### src/rtl/acr_map.svh
`ifndef ACR_MAP_SVH
`define ACR_MAP_SVH

// Register offsets
`define ACR_OFF_CHAN      10'h001
`define ACR_OFF_RATE      10'h002
`define ACR_OFF_RBEDGE    10'h004
`define ACR_OFF_RANDPOL   10'h007
`define ACR_OFF_CALDLY    10'h01E
`define ACR_OFF_DLL       10'h052
`define ACR_OFF_SRC       10'h053
`define ACR_OFF_REFLO     10'h054
`define ACR_OFF_OUTDIV    10'h055

// Register array indices
`define ACR_IDX_CHAN      4'h0
`define ACR_IDX_RATE      4'h1
`define ACR_IDX_RBEDGE    4'h2
`define ACR_IDX_RANDPOL   4'h3
`define ACR_IDX_CALDLY    4'h4
`define ACR_IDX_DLL       4'h5
`define ACR_IDX_SRC       4'h6
`define ACR_IDX_REFLO     4'h7
`define ACR_IDX_OUTDIV    4'h8
`define ACR_IDX_NONE      4'hF
`define ACR_NUM_REGS      9

// Reset values
`define ACR_RST_CHAN      8'h0F
`define ACR_RST_RATE      8'h00
`define ACR_RST_RBEDGE    8'h9F
`define ACR_RST_RANDPOL   8'h62
`define ACR_RST_CALDLY    8'h80
`define ACR_RST_DLL       8'h0A
`define ACR_RST_SRC       8'h45
`define ACR_RST_REFLO     8'h00
`define ACR_RST_OUTDIV    8'h48

// Field positions
`define ACR_B_INDEP       7
`define ACR_F_NCH         5:3
`define ACR_F_WRATE       7:4
`define ACR_F_CRATE       3:0
`define ACR_B_RBEDGE      7
`define ACR_B_WCKINV      7
`define ACR_B_CALEN       6
`define ACR_B_RANDOM      0
`define ACR_B_DUTY        7
`define ACR_F_PHASE       6:4
`define ACR_B_LOOPCLK     3
`define ACR_B_DLLEN       2
`define ACR_B_CLKBUF      1
`define ACR_B_DLLRUN      0
`define ACR_B_PLLSRC      4
`define ACR_F_SYNDIV      7:4
`define ACR_F_REFHI       1:0

// Serial frame layout
`define ACR_HDR_BITS      5'd16
`define ACR_FRAME_BITS    5'd24
`define ACR_HDR_READ      15
`define ACR_HDR_ADDR      9:0

// Pin synchroniser reset levels: {csN, sclk, sdi}
`define ACR_PIN_RST       3'h4

`endif

### src/rtl/acr_pkg.sv
package acr_pkg;
  typedef logic [7:0]  acr_byte_t;
  typedef logic [15:0] acr_word_t;
  typedef logic [9:0]  acr_addr_t;
  typedef logic [3:0]  acr_code_t;

  typedef enum logic [1:0] {
    ACR_IDLE   = 2'b00,
    ACR_HEADER = 2'b01,
    ACR_DATA   = 2'b10
  } acr_spi_state_t;
endpackage

### src/rtl/acr_regs.sv
`timescale 1ns/1ns
`include "acr_map.svh"

module acr_regs (
  // Clocking
  input  wire logic                clk,
  input  wire logic                nrst,
  input  wire logic                ce,
  // Serial configuration port
  input  wire logic                spiSclk,
  input  wire logic                spiCsN,
  input  wire logic                spiSdi,
  output logic                     sdoOut,
  output logic                     sdoOe,
  // Converter word path
  input  wire acr_pkg::acr_word_t  adcData,
  input  wire logic                adcStrobe,
  output acr_pkg::acr_word_t       dataOut,
  output logic                     dataValid,
  output logic                     wordClockOut,
  output logic                     dataClockOut,
  // Settings held in neighbouring registers
  input  wire logic                phaseDelayEnable,
  input  wire logic                decimationActive,
  input  wire logic                refDividerEnable,
  // Clock and analog controls
  output logic [3:0]               channelCount,
  output logic                     dutyCorrectOn,
  output logic [2:0]               outputClockPhase,
  output logic                     loopClockOutputEnable,
  output logic                     dllEnable,
  output logic                     clkBufferEnable,
  output logic                     dllActive,
  output logic                     timingSourcePll,
  output logic [9:0]               refDivRatio,
  output logic [3:0]               synthDivRatio,
  output logic [7:0]               calStartDelay
);
  import acr_pkg::*;

  function automatic logic [3:0] regIndex(input acr_addr_t a);
    case (a)
      `ACR_OFF_CHAN:    regIndex = `ACR_IDX_CHAN;
      `ACR_OFF_RATE:    regIndex = `ACR_IDX_RATE;
      `ACR_OFF_RBEDGE:  regIndex = `ACR_IDX_RBEDGE;
      `ACR_OFF_RANDPOL: regIndex = `ACR_IDX_RANDPOL;
      `ACR_OFF_CALDLY:  regIndex = `ACR_IDX_CALDLY;
      `ACR_OFF_DLL:     regIndex = `ACR_IDX_DLL;
      `ACR_OFF_SRC:     regIndex = `ACR_IDX_SRC;
      `ACR_OFF_REFLO:   regIndex = `ACR_IDX_REFLO;
      `ACR_OFF_OUTDIV:  regIndex = `ACR_IDX_OUTDIV;
      default:          regIndex = `ACR_IDX_NONE;
    endcase
  endfunction

  function automatic acr_byte_t resetValue(input int i);
    case (i)
      0:       resetValue = `ACR_RST_CHAN;
      1:       resetValue = `ACR_RST_RATE;
      2:       resetValue = `ACR_RST_RBEDGE;
      3:       resetValue = `ACR_RST_RANDPOL;
      4:       resetValue = `ACR_RST_CALDLY;
      5:       resetValue = `ACR_RST_DLL;
      6:       resetValue = `ACR_RST_SRC;
      7:       resetValue = `ACR_RST_REFLO;
      default: resetValue = `ACR_RST_OUTDIV;
    endcase
  endfunction

  // Divisor minus one for a rate code; codes outside 1..9 give full speed
  function automatic logic [9:0] rateDivM1(input acr_code_t c);
    if (c >= 4'h1 && c <= 4'h9) begin
      rateDivM1 = 10'((10'h001 << c) - 10'h001);
    end else begin
      rateDivM1 = 10'h000;
    end
  endfunction

  // Pin synchronisers: {csN, sclk, sdi}
  logic [2:0] pinS1;
  logic [2:0] pinS2;
  logic [2:0] pinS3;
  logic [2:0] pinF_reg;
  logic       sclkPrev_reg;

  always_ff @(posedge clk or negedge nrst) begin
    if (!nrst) begin
      pinS1        <= `ACR_PIN_RST;
      pinS2        <= `ACR_PIN_RST;
      pinS3        <= `ACR_PIN_RST;
      pinF_reg     <= `ACR_PIN_RST;
      sclkPrev_reg <= 1'b0;
    end else if (ce) begin
      pinS1        <= {spiCsN, spiSclk, spiSdi};
      pinS2        <= pinS1;
      pinS3        <= pinS2;
      for (int i = 0; i < 3; i++) begin
        if (pinS2[i] == pinS3[i]) begin
          pinF_reg[i] <= pinS3[i];
        end
      end
      sclkPrev_reg <= pinF_reg[1];
    end
  end

  logic csN;
  logic sdiBit;
  logic sclkRise;
  logic sclkFall;
  assign csN      = pinF_reg[2];
  assign sdiBit   = pinF_reg[0];
  assign sclkRise = pinF_reg[1] & ~sclkPrev_reg;
  assign sclkFall = ~pinF_reg[1] & sclkPrev_reg;

  // Register storage
  acr_byte_t cfgReg [0:`ACR_NUM_REGS-1];

  // Serial frame engine
  acr_spi_state_t spiState_reg;
  logic [4:0] bitCnt_reg;
  logic [15:0] hdr_reg;
  acr_byte_t  wrShift_reg;
  acr_byte_t  rdShift_reg;
  logic       isRead_reg;
  logic       wrStrobe;
  logic [3:0] hdrIdx;
  logic [15:0] hdrNext;
  logic       launchEdge;

  assign hdrNext    = {hdr_reg[14:0], sdiBit};
  assign hdrIdx     = regIndex(hdrNext[`ACR_HDR_ADDR]);
  assign wrStrobe   = (spiState_reg == ACR_DATA) && sclkRise && !isRead_reg
                      && (bitCnt_reg == 5'(`ACR_FRAME_BITS - 5'd1));
  assign launchEdge = cfgReg[`ACR_IDX_RBEDGE][`ACR_B_RBEDGE] ? sclkFall : sclkRise;

  always_ff @(posedge clk or negedge nrst) begin
    if (!nrst) begin
      spiState_reg <= ACR_IDLE;
      bitCnt_reg   <= 5'h00;
      hdr_reg      <= 16'h0000;
      wrShift_reg  <= 8'h00;
      isRead_reg   <= 1'b0;
    end else if (ce) begin
      if (csN) begin
        spiState_reg <= ACR_IDLE;
        bitCnt_reg   <= 5'h00;
        isRead_reg   <= 1'b0;
      end else begin
        case (spiState_reg)
          ACR_IDLE: begin
            spiState_reg <= ACR_HEADER;
          end
          ACR_HEADER: begin
            if (sclkRise) begin
              hdr_reg    <= hdrNext;
              bitCnt_reg <= bitCnt_reg + 5'd1;
              if (bitCnt_reg == 5'(`ACR_HDR_BITS - 5'd1)) begin
                spiState_reg <= ACR_DATA;
                isRead_reg   <= hdrNext[`ACR_HDR_READ];
              end
            end
          end
          ACR_DATA: begin
            if (sclkRise && bitCnt_reg != `ACR_FRAME_BITS) begin
              wrShift_reg <= {wrShift_reg[6:0], sdiBit};
              bitCnt_reg  <= bitCnt_reg + 5'd1;
            end
          end
          default: begin
            spiState_reg <= ACR_IDLE;
          end
        endcase
      end
    end
  end

  // Register writes; every bit stored as written, factory positions too
  always_ff @(posedge clk or negedge nrst) begin
    if (!nrst) begin
      for (int i = 0; i < `ACR_NUM_REGS; i++) begin
        cfgReg[i] <= resetValue(i);
      end
    end else if (ce && wrStrobe) begin
      if (regIndex(hdr_reg[`ACR_HDR_ADDR]) != `ACR_IDX_NONE) begin
        cfgReg[regIndex(hdr_reg[`ACR_HDR_ADDR])] <= {wrShift_reg[6:0], sdiBit};
      end
    end
  end

  // Readback; unmapped addresses return zero
  always_ff @(posedge clk or negedge nrst) begin
    if (!nrst) begin
      rdShift_reg <= 8'h00;
      sdoOut      <= 1'b0;
      sdoOe       <= 1'b0;
    end else if (ce) begin
      if (csN) begin
        sdoOe <= 1'b0;
      end else if (spiState_reg == ACR_HEADER && sclkRise
                   && bitCnt_reg == 5'(`ACR_HDR_BITS - 5'd1)) begin
        rdShift_reg <= (hdrIdx == `ACR_IDX_NONE) ? 8'h00 : cfgReg[hdrIdx];
        sdoOe       <= hdrNext[`ACR_HDR_READ];
      end else if (spiState_reg == ACR_DATA && isRead_reg && launchEdge) begin
        sdoOut      <= rdShift_reg[7];
        rdShift_reg <= {rdShift_reg[6:0], 1'b0};
      end
    end
  end

  // Decoded settings
  acr_byte_t rChan;
  acr_byte_t rRate;
  acr_byte_t rRand;
  acr_byte_t rDll;
  assign rChan = cfgReg[`ACR_IDX_CHAN];
  assign rRate = cfgReg[`ACR_IDX_RATE];
  assign rRand = cfgReg[`ACR_IDX_RANDPOL];
  assign rDll  = cfgReg[`ACR_IDX_DLL];
  logic [9:0] refFull;
  assign refFull = {cfgReg[`ACR_IDX_OUTDIV][`ACR_F_REFHI], cfgReg[`ACR_IDX_REFLO]};

  always_ff @(posedge clk or negedge nrst) begin
    if (!nrst) begin
      channelCount          <= 4'h1;
      dutyCorrectOn         <= 1'b0;
      outputClockPhase      <= 3'h0;
      loopClockOutputEnable <= 1'b1;
      dllEnable             <= 1'b0;
      clkBufferEnable       <= 1'b1;
      dllActive             <= 1'b0;
      timingSourcePll       <= 1'b0;
      refDivRatio           <= 10'h001;
      synthDivRatio         <= 4'h4;
      calStartDelay         <= 8'h00;
    end else if (ce) begin
      channelCount <= (rChan[`ACR_F_NCH] == 3'h0) ? 4'h8 : {1'b0, rChan[`ACR_F_NCH]};
      dutyCorrectOn <= rDll[`ACR_B_DUTY];
      outputClockPhase <= (phaseDelayEnable && !decimationActive)
                          ? rDll[`ACR_F_PHASE] : 3'h0;
      loopClockOutputEnable <= rDll[`ACR_B_LOOPCLK];
      dllEnable       <= rDll[`ACR_B_DLLEN];
      clkBufferEnable <= rDll[`ACR_B_CLKBUF];
      dllActive       <= rDll[`ACR_B_DLLRUN];
      timingSourcePll <= cfgReg[`ACR_IDX_SRC][`ACR_B_PLLSRC];
      refDivRatio <= (refDividerEnable && refFull > 10'h002) ? refFull : 10'h001;
      synthDivRatio <= (cfgReg[`ACR_IDX_OUTDIV][`ACR_F_SYNDIV] == 4'h0)
                       ? 4'h1 : cfgReg[`ACR_IDX_OUTDIV][`ACR_F_SYNDIV];
      calStartDelay <= rRand[`ACR_B_CALEN] ? cfgReg[`ACR_IDX_CALDLY] : 8'h00;
    end
  end

  // Output word path; each rate code is latched when its own divider count wraps
  acr_code_t  wordCode_reg;
  acr_code_t  clkCode_reg;
  logic [9:0] wordCnt_reg;
  logic [9:0] clkCnt_reg;
  logic       indep;
  logic       outputLive;
  logic       emitWord;
  logic       clkTick;
  logic       clkOff;
  logic       zeroData;

  assign indep      = rChan[`ACR_B_INDEP];
  assign outputLive = clkBufferEnable && !(dllEnable && !loopClockOutputEnable);
  assign emitWord   = outputLive && adcStrobe && (wordCnt_reg == rateDivM1(wordCode_reg));
  assign clkTick    = outputLive && adcStrobe && (clkCnt_reg == rateDivM1(clkCode_reg));
  assign clkOff     = indep && (clkCode_reg == 4'h0 || (clkCode_reg >= 4'hA && clkCode_reg <= 4'hE));
  assign zeroData   = (wordCode_reg >= 4'hD);

  always_ff @(posedge clk or negedge nrst) begin
    if (!nrst) begin
      wordCode_reg <= 4'h0;
      wordCnt_reg  <= 10'h000;
    end else if (ce && outputLive && adcStrobe) begin
      if (emitWord) begin
        wordCnt_reg  <= 10'h000;
        wordCode_reg <= rRate[`ACR_F_WRATE];
      end else begin
        wordCnt_reg  <= wordCnt_reg + 10'h001;
      end
    end
  end

  always_ff @(posedge clk or negedge nrst) begin
    if (!nrst) begin
      clkCode_reg <= 4'h0;
      clkCnt_reg  <= 10'h000;
    end else if (ce && outputLive && adcStrobe) begin
      if (clkTick) begin
        clkCnt_reg  <= 10'h000;
        clkCode_reg <= rRate[`ACR_F_CRATE];
      end else begin
        clkCnt_reg  <= clkCnt_reg + 10'h001;
      end
    end
  end

  always_ff @(posedge clk or negedge nrst) begin
    if (!nrst) begin
      dataOut      <= 16'h0000;
      dataValid    <= 1'b0;
      wordClockOut <= 1'b0;
    end else if (ce) begin
      dataValid    <= emitWord;
      wordClockOut <= emitWord ^ rRand[`ACR_B_WCKINV];
      if (!outputLive || (emitWord && zeroData)) begin
        dataOut <= 16'h0000;
      end else if (emitWord && rRand[`ACR_B_RANDOM]) begin
        dataOut <= adcData ^ {{15{adcData[0]}}, 1'b0};
      end else if (emitWord) begin
        dataOut <= adcData;
      end
    end
  end

  // Data clock follows the word rate unless the independent divider is on
  always_ff @(posedge clk or negedge nrst) begin
    if (!nrst) begin
      dataClockOut <= 1'b0;
    end else if (ce) begin
      if (!outputLive || clkOff) begin
        dataClockOut <= 1'b0;
      end else if (indep ? clkTick : emitWord) begin
        dataClockOut <= ~dataClockOut;
      end
    end
  end

  a_zero_words: assert property (@(posedge clk) disable iff (!nrst)
    (ce && emitWord && zeroData) |=> (dataOut == 16'h0000))
    else $error("data not zero for zeroing rate code");
  a_clock_off: assert property (@(posedge clk) disable iff (!nrst)
    (ce && clkOff) |=> !dataClockOut)
    else $error("data clock running while off");
  a_word_clock: assert property (@(posedge clk) disable iff (!nrst)
    (ce && !emitWord && !rRand[`ACR_B_WCKINV]) |=> !wordClockOut)
    else $error("word clock high without word");
  a_cal_gate: assert property (@(posedge clk) disable iff (!nrst)
    (ce && !rRand[`ACR_B_CALEN]) |=> (calStartDelay == 8'h00))
    else $error("calibration delay used while disabled");
  a_phase_gate: assert property (@(posedge clk) disable iff (!nrst)
    (ce && decimationActive) |=> (outputClockPhase == 3'h0))
    else $error("phase applied during decimation");
  a_clkbuf_off: assert property (@(posedge clk) disable iff (!nrst)
    (ce && !clkBufferEnable) |=> (!dataValid && dataOut == 16'h0000))
    else $error("output produced with clock buffer off");
  a_dll_reset: assert property (@(posedge clk) disable iff (!nrst)
    (ce && !rDll[`ACR_B_DLLRUN]) |=> !dllActive)
    else $error("loop released while reset bit low");
  a_ref_bypass: assert property (@(posedge clk) disable iff (!nrst)
    (ce && !refDividerEnable) |=> (refDivRatio == 10'h001))
    else $error("reference divider active while bypassed");
  a_ref_two: assert property (@(posedge clk) disable iff (!nrst)
    (ce && refFull == 10'h002) |=> (refDivRatio == 10'h001))
    else $error("reference divide by two applied");
  a_syn_div: assert property (@(posedge clk) disable iff (!nrst)
    ce |=> (synthDivRatio != 4'h0))
    else $error("output divider ratio zero");
  a_chan_eight: assert property (@(posedge clk) disable iff (!nrst)
    (ce && rChan[`ACR_F_NCH] == 3'h0) |=> (channelCount == 4'h8))
    else $error("code zero not eight channels");
  a_write_back: assert property (@(posedge clk) disable iff (!nrst)
    (ce && wrStrobe && hdr_reg[`ACR_HDR_ADDR] == `ACR_OFF_CALDLY)
    |=> (cfgReg[`ACR_IDX_CALDLY] == {7'($past(wrShift_reg)), $past(sdiBit)}))
    else $error("written value not stored");

endmodule

### config.mk
export PLATFORM = sky130hd
export DESIGN_NAME = acr_regs
export DESIGN_NICKNAME = d
export VERILOG_FILES = /design/src/rtl/acr_pkg.sv /design/src/rtl/acr_regs.sv
export VERILOG_INCLUDE_DIRS = /design/src /design/src/rtl
export SDC_FILE = /design/constraint.sdc
export NUM_CORES = 1
export LEC_CHECK = 0
export ABC_CLOCK_PERIOD_IN_PS = 3550
export BUFFER_PORTS_ARGS = -buffer_cell sky130_fd_sc_hd__clkbuf_2
export CAP_MARGIN = 20
export CORE_MARGIN = 4
export CORE_UTILIZATION = 55
export CTS_CLUSTER_SIZE = 10
export DETAILED_ROUTE_END_ITERATION = 10
export HOLD_SLACK_MARGIN = 0.03
export PLACE_DENSITY = 0.73
export SYNTH_ARGS = -nofsm -noshare
export SYNTH_HDL_FRONTEND = slang
export SYNTH_SLANG_ARGS = --single-unit
### constraint.sdc
create_clock -name clk -period 3.55 [get_ports clk]
set_input_delay 0.355 -clock clk [delete_from_list [all_inputs] [get_ports clk]]
set_output_delay 0.355 -clock clk [all_outputs]
set_load 0.01 [all_outputs]
==> summary.md <==
| Metric | Value |
|---|---|
| Fin cells | 1265 |
| RSZ-0062 raised after global routing | false |
| Vias post-DR | 7720 |
| Area grow syn2layout | 13.24% |
| Clock Skew | 0.02147 ns |
| TritonRoute pass-1 iters | 4 |
| Max Clk Rate | 310.1 MHz |
| Max transition margin | 34.54% |
| Total gr overflow | 0 |
| Netlist cell types | 79 |
| Number of fill cells in the layout | 1516 |
| Final nets | 1049 |
| Reg2reg end | clkCnt_reg[0]$_DFFE_PN0P_ |
| Arr. time, crit path | 3.62 ns |
| Fin crit share | 90.85% |
| Asr flop ratio synth | 100.0% |
| Max-slew violation total from the final report | 0 |
| Hpwl dp | 17250 µm |
| Min-Delay Startpoint | spiSdi |
| # placed instances | 1221 |
| Status | completed |
| Vias per Instance | 6.103 |
| Hold Path Class | input port to register |
| Average wire per standard cell | 19.79 µm |
| Simple-Gate Fraction of Synth Area | 13.54% |
| DRC viols | 0 |
| Synth Area in Adders | 0.8380% |
| Die H | 145.9 µm |
| Share of cells above drive strength 1 | 29.00% |
| Number of flip-flops in the largest register | 40 |
| Initial DRC Count | 478 |
| Setup_tns | 0 ns |
| Core ar. | 18710 µm² |
| #FFs+latches synth | 207 |
| Hold endpoint | pinS1[0]$_DFFE_PN0P_ |
| Antenna diodes | 0 |
| Top cells by area, synth | dfrtp_1 (42%), mux2_2 (13%), dfstp_2 (7.5%) |
| DIE AREA | 21270 µm² |
| Syn_area_per_cell | 11.04 µm² |
| Period minus WS final | 3.225 ns |
| CP Capture Type | register |
| Yosys top cell by area | dfrtp_1 |
| Post-route ant nets | 0 |
| Final Setup Violations | 0 |
| Num ports | 82 |
| Maximum number of pins on one net before global-route repair | 84 |
| Worst Hold Depth | 2 |
| Worst-skew pair later-pin latency | 0.52 ns |
| Sequential share of the synthesized area | 49.92% |
| GR Util All Layers | 23.07% |
| Initial antenna violation count | 0 |
| Leak Pwr | 5.491 nW |
| Max_cap viols | 0 |
| Post-synth EDFFs | 0 |
| Mapped Cells | 947 |
| Largest family of logic cells by synthesized area | compound AO/OA/AOI/OAI gates |
| First-pass GRT wire length | 40520 µm |
| CTS H-tree depth | 1 |
| IO Port Bufs | 81 |
| Pwr Density | 533.5 nW/µm² |
| Vias in the first global route | 7468 |
| Cells on worst reg2reg path | 10 |
| Width of the die | 145.9 µm |
| Worst Max-Slew Pin Slew | 0.9819 ns |
| CTS tree | yes |
| Sink Count | 207 |
| CP startpoint kind | register |
| Reg2reg setup slack | 0.32 ns |
| Mux share of post-synthesis cell area | 13.98% |
| CP required | 3.95 ns |
| Critical path class | register to register |
| Most used DFF post-synth | dfrtp_1 |
| Clock transition at path regs | 0.06 ns |
| RePlAce Congestion | 0.9052 |
| Yosys Warn Count | 0 |
| Xor/xnor share of the synthesized area | 3.436% |
| Routed wire length | 25040 µm |
| CTS Buffer Depth | 3 |
| # rows | 50 |
| Post-Syn Area | 10450 µm² |
| Worst reg2reg path startpoint | clkCode_reg[3]$_DFFE_PN0P_ |
| Hold Vio Cnt, Final | 0 |
| Initial Utilization | 55.87% |
| Root Buffer | clkbuf_16 |
| Worst-path fanout max | 7 |
| Worst vdd ir | 0.0004034 V |
| Syn nets | 980 |
| Share of the synthesized area in the top cell type | 42.38% |
| Synth Area in Compound Gates | 14.57% |
| Num CTS Buffers | 25 |
-- cells in the final DEF (no fill, tap or decap), types with 10 or more instances in the layout --
cell and n:
dfrtp_1 177, o22ai_1 17, xnor2_1 12, nand3_1 32
nor3_1 19, nand2b_1 10, clkbuf_2 80, nand4_1 10
inv_1 32, a22o_1 16, xor2_1 29, or3_1 13
mux2i_1 11, buf_4 19, o2bb2ai_1 19, nor2b_1 15
o21ai_0 53, mux2_2 118, nor2_1 46, and3_1 10
dfstp_2 30, clkbuf_16 25, a21oi_1 30, clkbuf_1 12
nand2_1 48
-- layout make-up --
type	count	area, µm²	area share, %
clock buffer	39	698.2	5.899
multi-input combinational	647	4853	41.01
inverter	32	120.1	1.015
timing repair buffer	103	606.8	5.127
tap	234	292.8	2.474
clock inverter	3	46.29	0.3912
sequential	207	5218	44.08
-- where the power goes --
group	internal, mW	switching (mW)	total [mW]
logic	0.560	0.837	1.40
registers	2.44	0.136	2.58
clock network	1.41	0.931	2.34
total	4.41	1.90	6.31
-- critical path, stage by stage, from the launching register on --
cell and delay [ns]:
dfrtp_1 0.37, or2_2 0.32, or3_1 0.34, ha_1 0.29, nand2b_1 0.15, xnor2_1 0.13
a2111oi_0 0.39, o2111ai_1 0.27, nor2_1 0.37, nor2_1 0.19, mux2_2 0.29
-- synth_stat cells, types with 4 or more instances --
cell,n
xnor2_1,12
and3_1,10
dfstp_2,30
nor4_1,5
nor2b_1,15
buf_2,22
a211o_1,8
mux2i_1,11
xor2_1,29
nor2_1,46
mux2_2,118
o2bb2ai_1,19
nand2_1,48
a22o_1,16
dfrtp_1,177
o22ai_1,17
nand3b_1,5
o221ai_1,8
o21ai_0,53
inv_1,32
a31oi_1,6
o31ai_1,4
and3b_1,6
nor3b_1,8
a21oi_1,30
nand3_1,32
or2_2,5
nand4_1,10
nand2b_1,10
ha_1,7
or4_1,4
clkbuf_1,35
nor3_1,19
o21a_1,6
or3_1,13
a21o_1,6
-- kinds of logic after synthesis --
group	count (synthesis)
buffers and inverters	93
adders and majority gates	7
muxes	131
AOI/OAI and AO/OA	210
DFF	207
xor gates and xnor gates	41
and+or+nand+nor	258
-- stage by stage --
| step | utilization (%) | instance area [µm²] | hold WS [ns] | setup slack, ns | power (mW) |
|---|---|---|---|---|---|
| final | 63.27 | 11840 | 0.08300 | 0.3249 | 6.314 |
| after global routing | 63.27 | 11840 | 0.07644 | 0.05383 | 6.580 |
| after CTS | 63.19 | 11820 | 0.06773 | 0.1713 | 6.349 |
| after detailed placement | 59.16 | 11070 | 0.4494 | 0.2003 | 3.976 |
| after global placement | 59.16 | 11070 | 0.4512 | 0.2423 | 3.959 |
| after floorplan | - | 10450 | 0.05941 | 0.1282 | 3.574 |
-- what timing repair did --
action                                 CTS  global route
setup buffers                            0             1
hold buffers                             1             0
endpoints found under the hold margin   75             0
setup endpoints to repair                0            16
resized for setup                        0             1
-- routing by layer --
metal	share of wire, %	vias up	wire [µm]	track usage (%)
li1	-	3611	-	-
met4	2.1	0	530	5.651
met3	4.1	39	1027	3.145
met1	46	3908	11540	33.15
met2	48	162	11930	37.45
met5	0	-	0	0
-- worst max-delay path by stage --
stage,startpoint,end,slack [ns],depth (start not counted)
floorplan,wordCode_reg[0]$_DFFE_PN0P_,wordCode_reg[0]$_DFFE_PN0P_,0.13,11
global placement,wordCode_reg[3]$_DFFE_PN0P_,dataOut[2]$_DFFE_PN0P_,0.24,11
detailed placement,wordCode_reg[3]$_DFFE_PN0P_,dataOut[8]$_DFFE_PN0P_,0.20,11
CTS,wordCode_reg[3]$_DFFE_PN0P_,dataOut[14]$_DFFE_PN0P_,0.17,12
global route,wordCode_reg[3]$_DFFE_PN0P_,dataOut[11]$_DFFE_PN0P_,0.05,11
finish,clkCode_reg[3]$_DFFE_PN0P_,clkCnt_reg[0]$_DFFE_PN0P_,0.32,10
(Power assumes the default switching activity.)
